`src/verilog/sslp_cfg.svh`:
```
/*
  constants of the sleep-entry controller: register offsets, field positions,
  reset values and sequencing times.
  assumes inclusion by bare name from the package and the test bench.
*/
`ifndef SSLP_CFG_SVH
`define SSLP_CFG_SVH

// apb register byte offsets
`define SSLP_OFF_CTRL_A 8'h00
`define SSLP_OFF_CTRL_B 8'h04
`define SSLP_OFF_STATUS 8'h08
`define SSLP_OFF_SMCMD 8'h0C
`define SSLP_OFF_HIBVAL 8'h10

// control register group fields
`define SSLP_TYPE_LSB 10
`define SSLP_TYPE_MSB 12
`define SSLP_START_BIT 13

// status register fields
`define SSLP_ST_WAKE_BIT 0
`define SSLP_ST_BADTYPE_BIT 1
`define SSLP_ST_STATE_LSB 2
`define SSLP_ST_STATE_MSB 5

// reset values
`define SSLP_TYPE_RST 3'h0
`define SSLP_HIBVAL_RST 8'h00
`define SSLP_SUPPORT_RST 8'h1E

// sequencing times in ns, clock period in ns
`define SSLP_CLK_NS 8
`define SSLP_HALT_NS 32
`define SSLP_WAKE_NS 64
`define SSLP_HALT_CYC ((`SSLP_HALT_NS + `SSLP_CLK_NS - 1) / `SSLP_CLK_NS)
`define SSLP_WAKE_CYC ((`SSLP_WAKE_NS + `SSLP_CLK_NS - 1) / `SSLP_CLK_NS)

`endif

```
`src/verilog/sslp_pkg.sv`:
```
/*
  types of the sleep-entry controller.
  assumes sslp_cfg.svh on the include path.
*/
`include "sslp_cfg.svh"

package sslp_pkg;
  // one-hot sequencer states
  typedef enum logic [3:0] {
    SSLP_IDLE = 4'h1,
    SSLP_HALT = 4'h2,
    SSLP_SLEEP = 4'h4,
    SSLP_WAKE = 4'h8
  } sslp_state_t;
  typedef logic [2:0] sslp_type_t;
  typedef logic [3:0] sslp_cnt_t;
endpackage

```
`src/verilog/sslp_ctrl.sv`:
```
/*
  sleep-entry controller: two control register groups with sleep type codes and a
  sleep start bit, hardware sequencing into sleep, wake status, and a system
  management command port for firmware hibernate entry, all behind an apb slave.
  assumes a 125 MHz REF_CLK, an asynchronous WAKE_EVENT pin, and an apb master.
*/
`timescale 1ns/1ns

// What this block does
// - 3-bit sleep type field per group plus separate one-bit sleep start control.
// - setting sleep start begins sequencing into the state the type field encodes.
// - groups one and two each hold their own 3-bit sleep type code.
// - wake status bit is set by hardware while sleeping.
// - processor is held stopped in every sleeping state, never merely slowed.
// - at least one sleeping state; each supported state has its own code.
// - only the sleep start bit triggers power-plane sequencing, nothing else.
module sslp_ctrl
  import sslp_pkg::*;
(
  input wire logic REF_CLK, // 125 MHz clock
  input wire logic ARST_N, // asynchronous reset, low active
  input wire logic CLK_EN, // clock enable, freezes all state when low
  input wire logic PSEL, // apb select
  input wire logic PENABLE, // apb access phase
  input wire logic PWRITE, // apb direction
  input wire logic [7:0] PADDR, // apb byte address
  input wire logic [31:0] PWDATA, // apb write data
  output logic [31:0] PRDATA, // apb read data
  output logic PREADY, // apb ready
  output logic PSLVERR, // apb error on unmapped address
  input wire logic WAKE_EVENT, // enabled wake event pin, asynchronous
  output logic CPU_STOP, // processor stop request, high while not working
  output logic PLANE_OFF, // power planes off request
  output logic [2:0] SLEEP_CODE_A, // group one sleep type in force
  output logic [2:0] SLEEP_CODE_B, // group two sleep type in force
  output logic FW_HIB_REQ // one-cycle firmware hibernate request
);
  localparam int HALT_N = `SSLP_HALT_CYC;
  localparam int WAKE_N = `SSLP_WAKE_CYC;

  sslp_state_t state_reg;
  sslp_state_t state_next;
  sslp_cnt_t cnt_reg;
  sslp_type_t type_a_reg;
  sslp_type_t type_b_reg;
  logic [7:0] hibval_reg;
  logic [7:0] support_reg;
  logic wake_sts_reg;
  logic bad_type_reg;
  logic hib_req_reg;
  logic [31:0] prdata_reg;
  logic wake_sync;
  logic wr_acc;
  logic setup;
  logic sel_a;
  logic sel_b;
  logic sel_st;
  logic sel_cmd;
  logic sel_hv;
  logic mapped;
  logic start_req;
  logic type_ok;
  sslp_type_t start_type;
  logic enter_sleep;

  // wake pin crossing
  sslp_sync u_wake_sync (
    .clk(REF_CLK),
    .arst_n(ARST_N),
    .ce(CLK_EN),
    .d_in(WAKE_EVENT),
    .q_out(wake_sync)
  );

  // apb decode; the slave answers in the first access cycle unless frozen
  assign sel_a = (PADDR == `SSLP_OFF_CTRL_A);
  assign sel_b = (PADDR == `SSLP_OFF_CTRL_B);
  assign sel_st = (PADDR == `SSLP_OFF_STATUS);
  assign sel_cmd = (PADDR == `SSLP_OFF_SMCMD);
  assign sel_hv = (PADDR == `SSLP_OFF_HIBVAL);
  assign mapped = sel_a | sel_b | sel_st | sel_cmd | sel_hv;
  assign setup = PSEL & ~PENABLE;
  assign wr_acc = PSEL & PENABLE & PWRITE & CLK_EN & mapped;
  assign PREADY = CLK_EN;
  assign PSLVERR = PSEL & PENABLE & ~mapped;
  assign PRDATA = prdata_reg;

  // type and start arrive in one write to a control group; new code is used at once
  assign start_req = wr_acc & (sel_a | sel_b) & PWDATA[`SSLP_START_BIT];
  assign start_type = PWDATA[`SSLP_TYPE_MSB:`SSLP_TYPE_LSB];
  assign type_ok = support_reg[start_type];
  assign enter_sleep = (state_reg == SSLP_HALT) && (cnt_reg == sslp_cnt_t'(HALT_N - 1));

  // control group registers, one type field each
  always_ff @(posedge REF_CLK or negedge ARST_N) begin
    if (!ARST_N) begin
      type_a_reg <= `SSLP_TYPE_RST;
      type_b_reg <= `SSLP_TYPE_RST;
    end else if (wr_acc) begin
      if (sel_a) begin
        type_a_reg <= start_type;
      end
      if (sel_b) begin
        type_b_reg <= start_type;
      end
    end
  end

  // hibernate request value and supported-code mask
  always_ff @(posedge REF_CLK or negedge ARST_N) begin
    if (!ARST_N) begin
      hibval_reg <= `SSLP_HIBVAL_RST;
      support_reg <= `SSLP_SUPPORT_RST;
    end else if (wr_acc && sel_hv) begin
      hibval_reg <= PWDATA[7:0];
      support_reg <= PWDATA[15:8];
    end
  end

  // command port: a matching byte raises a one-cycle firmware request
  always_ff @(posedge REF_CLK or negedge ARST_N) begin
    if (!ARST_N) begin
      hib_req_reg <= 1'b0;
    end else if (CLK_EN) begin
      hib_req_reg <= wr_acc & sel_cmd & (PWDATA[7:0] == hibval_reg);
    end
  end
  assign FW_HIB_REQ = hib_req_reg;

  // sticky status flags; a hardware set beats a software clear in the same cycle
  always_ff @(posedge REF_CLK or negedge ARST_N) begin
    if (!ARST_N) begin
      wake_sts_reg <= 1'b0;
      bad_type_reg <= 1'b0;
    end else if (CLK_EN) begin
      if (enter_sleep || state_reg == SSLP_SLEEP) begin
        wake_sts_reg <= 1'b1;
      end else if (wr_acc && sel_st && PWDATA[`SSLP_ST_WAKE_BIT]) begin
        wake_sts_reg <= 1'b0;
      end
      if (start_req && state_reg == SSLP_IDLE && !type_ok) begin
        bad_type_reg <= 1'b1;
      end else if (wr_acc && sel_st && PWDATA[`SSLP_ST_BADTYPE_BIT]) begin
        bad_type_reg <= 1'b0;
      end
    end
  end

  // read data captured in the setup cycle; start bit always reads zero
  always_ff @(posedge REF_CLK or negedge ARST_N) begin
    if (!ARST_N) begin
      prdata_reg <= 32'h00000000;
    end else if (CLK_EN && setup) begin
      prdata_reg <= 32'h00000000;
      if (sel_a) begin
        prdata_reg[`SSLP_TYPE_MSB:`SSLP_TYPE_LSB] <= type_a_reg;
      end
      if (sel_b) begin
        prdata_reg[`SSLP_TYPE_MSB:`SSLP_TYPE_LSB] <= type_b_reg;
      end
      if (sel_st) begin
        prdata_reg[`SSLP_ST_WAKE_BIT] <= wake_sts_reg;
        prdata_reg[`SSLP_ST_BADTYPE_BIT] <= bad_type_reg;
        prdata_reg[`SSLP_ST_STATE_MSB:`SSLP_ST_STATE_LSB] <= state_reg;
      end
      if (sel_hv) begin
        prdata_reg[15:0] <= {support_reg, hibval_reg};
      end
    end
  end

  // sequencer next state
  always_comb begin
    state_next = state_reg;
    case (state_reg)
      SSLP_IDLE: begin
        if (start_req && type_ok) begin
          state_next = SSLP_HALT;
        end
      end
      SSLP_HALT: begin
        if (enter_sleep) begin
          state_next = SSLP_SLEEP;
        end
      end
      SSLP_SLEEP: begin
        if (wake_sync) begin
          state_next = SSLP_WAKE;
        end
      end
      SSLP_WAKE: begin
        if (cnt_reg == sslp_cnt_t'(WAKE_N - 1)) begin
          state_next = SSLP_IDLE;
        end
      end
      default: begin
        state_next = SSLP_IDLE;
      end
    endcase
  end

  // sequencer state and dwell counter
  always_ff @(posedge REF_CLK or negedge ARST_N) begin
    if (!ARST_N) begin
      state_reg <= SSLP_IDLE;
      cnt_reg <= 4'h0;
    end else if (CLK_EN) begin
      state_reg <= state_next;
      if (state_next != state_reg) begin
        cnt_reg <= 4'h0;
      end else begin
        cnt_reg <= cnt_reg + 4'h1;
      end
    end
  end

  // processor held stopped through the whole sleep, planes off only in sleep
  assign CPU_STOP = (state_reg != SSLP_IDLE);
  assign PLANE_OFF = (state_reg == SSLP_SLEEP);
  assign SLEEP_CODE_A = type_a_reg;
  assign SLEEP_CODE_B = type_b_reg;
endmodule // sslp_ctrl

```
`src/verilog/sslp_sync.sv`:
```
/*
  three-flop synchroniser with agreement filter for one external level.
  assumes a single clock, asynchronous active-low reset, and a clock enable.
*/
`timescale 1ns/1ns

module sslp_sync (
  input wire logic clk, // sampling clock
  input wire logic arst_n, // asynchronous reset, low active
  input wire logic ce, // clock enable
  input wire logic d_in, // asynchronous level
  output logic q_out // filtered synchronous level
);
  logic s1_reg;
  logic s2_reg;
  logic s3_reg;

  // chain of three flops; the value moves only when stages two and three agree
  always_ff @(posedge clk or negedge arst_n) begin
    if (!arst_n) begin
      s1_reg <= 1'b0;
      s2_reg <= 1'b0;
      s3_reg <= 1'b0;
      q_out <= 1'b0;
    end else if (ce) begin
      s1_reg <= d_in;
      s2_reg <= s1_reg;
      s3_reg <= s2_reg;
      if (s2_reg == s3_reg) begin
        q_out <= s3_reg;
      end
    end
  end
endmodule // sslp_sync
```
`config.mk`:
```
export PLATFORM = sky130hd
export DESIGN_NAME = sslp_ctrl
export DESIGN_NICKNAME = d
export VERILOG_FILES = /design/src/verilog/sslp_pkg.sv /design/src/verilog/sslp_ctrl.sv /design/src/verilog/sslp_sync.sv
export VERILOG_INCLUDE_DIRS = /design/src /design/src/verilog
export SDC_FILE = /design/constraint.sdc
export NUM_CORES = 1
export LEC_CHECK = 0
export ABC_AREA = 1
export ABC_CLOCK_PERIOD_IN_PS = 2000
export CORE_MARGIN = 8
export CORE_UTILIZATION = 55
export CTS_CLUSTER_DIAMETER = 100
export DETAILED_ROUTE_END_ITERATION = 16
export DONT_BUFFER_PORTS = 1
export PLACE_DENSITY_LB_ADDON = 0.2
export SYNTH_ARGS = -nofsm -noshare
export SYNTH_HDL_FRONTEND = slang
export SYNTH_SLANG_ARGS = --single-unit
```
`constraint.sdc`:
```
create_clock -name REF_CLK -period 2 [get_ports REF_CLK]
set_clock_uncertainty 0.1 [all_clocks]
set_input_delay 0.4 -clock REF_CLK [delete_from_list [all_inputs] [get_ports REF_CLK]]
set_output_delay 0.4 -clock REF_CLK [all_outputs]
set_load 0.01 [all_outputs]
```
==> out/metrics.yaml <==
place:
  portBuffers: 0
  place.detailed.hpwl_um: 4920
  place_congestion: 0.881
timing:
  rsz0062_at_grt: "no"
  slew_viol_final: 0
  relSlewSlack_pct: 55.5
  period_share_pct: 86.4
  fmaxAchievable_ghz: 0.578
  tns_ps: 0
  period_needed_ps: 1730
  timing.final.hold_violations: 0
  tightest_slew_ps: 651
  setup_violations: 0
synth:
  ys_seq_area_share_pct: 47.5
  synthFlopType: "dfrtp_1"
  syn-cell-area_sq_um: 2810
  ys_seq_elements: 53
  synth_edf_count: 0
  synth_cell_types: 37
  synth_warnings: 0
  post_synth.cell_area_avg_sq_um: 8.06
  synth_async_sr_flop_share_pct: 100
  postSynthCellCount: 348
clock_network:
  clk_pin_slew_ps: 90
  clockBufferDepth: 2
  cts-root-buf: "clkbuf_8"
  ctsResizeCount: 0
  tritoncts: "built"
  insertion_delay_ps: 310
  cts.htree.levels: 2
  cts_sinks: 53
  cts_buffers: 5
critical_path:
  worstSetupPathType: "flop to primary output"
  ff2ff_setup_slack_ps: 290
  critPathLaunchType: "flop"
  worst-path-max-fanout: 6
  rr_startpoint: "state_reg[3]$_DFFE_PN0P_"
  cp-end-kind: "primary output"
  required_ps: 1500
  cp.arrival_ps: 1230
  startpoint: "state_reg[1]$_DFFE_PN0P_"
floorplan:
  fp-row-count: 26
  initial_core_util_pct: 56.0
  die_y_um: 87.4
  num_io_pins: 90
  core_sq_um: 5010
  die_w_um: 87.4
  dieArea_sq_um: 7640
global_route:
  grtUsageTotal_pct: 17.4
  use_met2_pct: 31.1
  grt_pass1_wl_um: 10300
  grt_overflow: 0
  grt-busiest-layer: "met2"
  met3_usage_pct: 5.47
  antenna_found_initial: 0
  grt_pass1_vias: 2139
  grt_start_max_net_pins: 54
  met1_usage_pct: 19.0
finish:
  fillCellCount: 487
  diodes: 0
  mostFrequentLayoutCells: "nand2_1, dfrtp_1, inv_1, nand3_1, o21ai_0"
  multi_input_area_sq_um: 1200
  largest_reg_flops: 16
  layout_commonest_cell: "nand2_1"
  nets: 399
  seq_area_sq_um: 1330
  area_growth_pct: 5.71
  drive_above_1_share_pct: 11.9
power_and_ir_drop:
  powerDensity_nw_per_um2: 736
  leakagePower_nw: 1.46
  p_total_w: 0.00218
  vdd_drop_max_v: 0.000476
worst_hold_path:
  worstHoldStart: "CLK_EN"
  hold_class: "input port to flop"
drt:
  viasPerCell: 5.19
  drt_pass1_iterations: 4
  wl_per_cell_um: 15.3
  vias: 2190
  ant_nets: 0
  drt_iter0_drc: 147
  wl_um: 6480
  drc: 0
run_status:
  outcome: "complete, no violations"
run:
  maxCapViolations: 0
logic make-up after synthesis:
family,share of synthesized area [%]
fa+ha+maj,0.446
compound gates,11.2
xor+xnor,1.56
flops,47.5
simple gates,25.0
mux,2.41
other cells,0.134
buf+inv,11.7
routing by layer:
layer / vias up / wire, um
met5: - / 0
met2: 46 / 3340
met1: 1046 / 2580
met3: 4 / 487
met4: 0 / 68
li1: 1094 / -
stage by stage:
stage                     utilization (%)  setup WS (ps)  area [sq um]  hold slack (ps)  std cells
after detailed placement             56.3            172          2820             5.94        412
after floorplan                         -            464          2860             4.41        363
final                                59.2            271          2970             52.4        422
after CTS                            59.2            262          2970             40.6        422
after global placement               56.3            203          2820             6.19        412
after global routing                 59.2            128          2970             26.9        422
path summary, 6_finish.rpt:
check	end	depth (start not counted)
setup / recovery	PLANE_OFF	3
setup reg to reg	cnt_reg[3]$_DFFE_PN0P_	9
min in group asynchronous	SLEEP_CODE_A[0]$_DFFE_PN0P_	2
max in group asynchronous	state_reg[0]$_DFFE_PN1P_	2
hold / removal	state_reg[0]$_DFFE_PN1P_	1
hold reg to reg	wake_sts_reg$_DFFE_PN0P_	2
repair_timing:
item,in CTS,in global routing
setup buffers,0,0
hold buffers,2,0
hold endpoints to repair,53,0
cell usage after synthesis (2+ instances only):
cell,count,area [sq um]
mux2_2,6,67.6
nand2_2,3,18.8
nand3_2,4,40.0
nand3_1,22,110
o21ai_1,10,50.1
xor2_1,3,26.3
inv_1,38,143
nor2_4,2,22.5
nand4_1,5,31.3
o21ai_0,22,110
a2111oi_0,2,17.5
dfrtp_1,48,1200
buf_4,17,128
o31ai_1,4,30.0
a21oi_1,5,25.0
xnor2_1,2,17.5
dfstp_2,5,131
inv_2,6,22.5
nor2_1,19,71.3
clkbuf_1,6,22.5
nor2_2,4,25.0
nor3_1,4,20.0
a221oi_1,3,26.3
nand2_1,93,349
o22ai_1,3,18.8
cell type report:
type / instances / area share, %
clock buffers: 6 / 2.45
clock inverters: 2 / 1.18
inverters: 45 / 5.70
multi-input cells: 240 / 40.5
flip-flops and latches: 53 / 44.9
well taps: 70 / 2.95
repair buffers: 6 / 2.28
power breakdown:
part | leakage (nW) | switching, W | total, W | internal, W
Sequential | 0.681 | 0.0000474 | 0.00117 | 0.00113
Clock | 0.0552 | 0.000351 | 0.000723 | 0.000372
Combinational | 0.726 | 0.000189 | 0.000287 | 0.0000972
Total | 1.46 | 0.000588 | 0.00218 | 0.00160
critical path: stages (launching register included):
cell and delay, ps:
dfrtp_1 470, nor2_2 180, nand3_2 130, inv_1 150
Note: power is estimated with default switching activity, not from simulation.
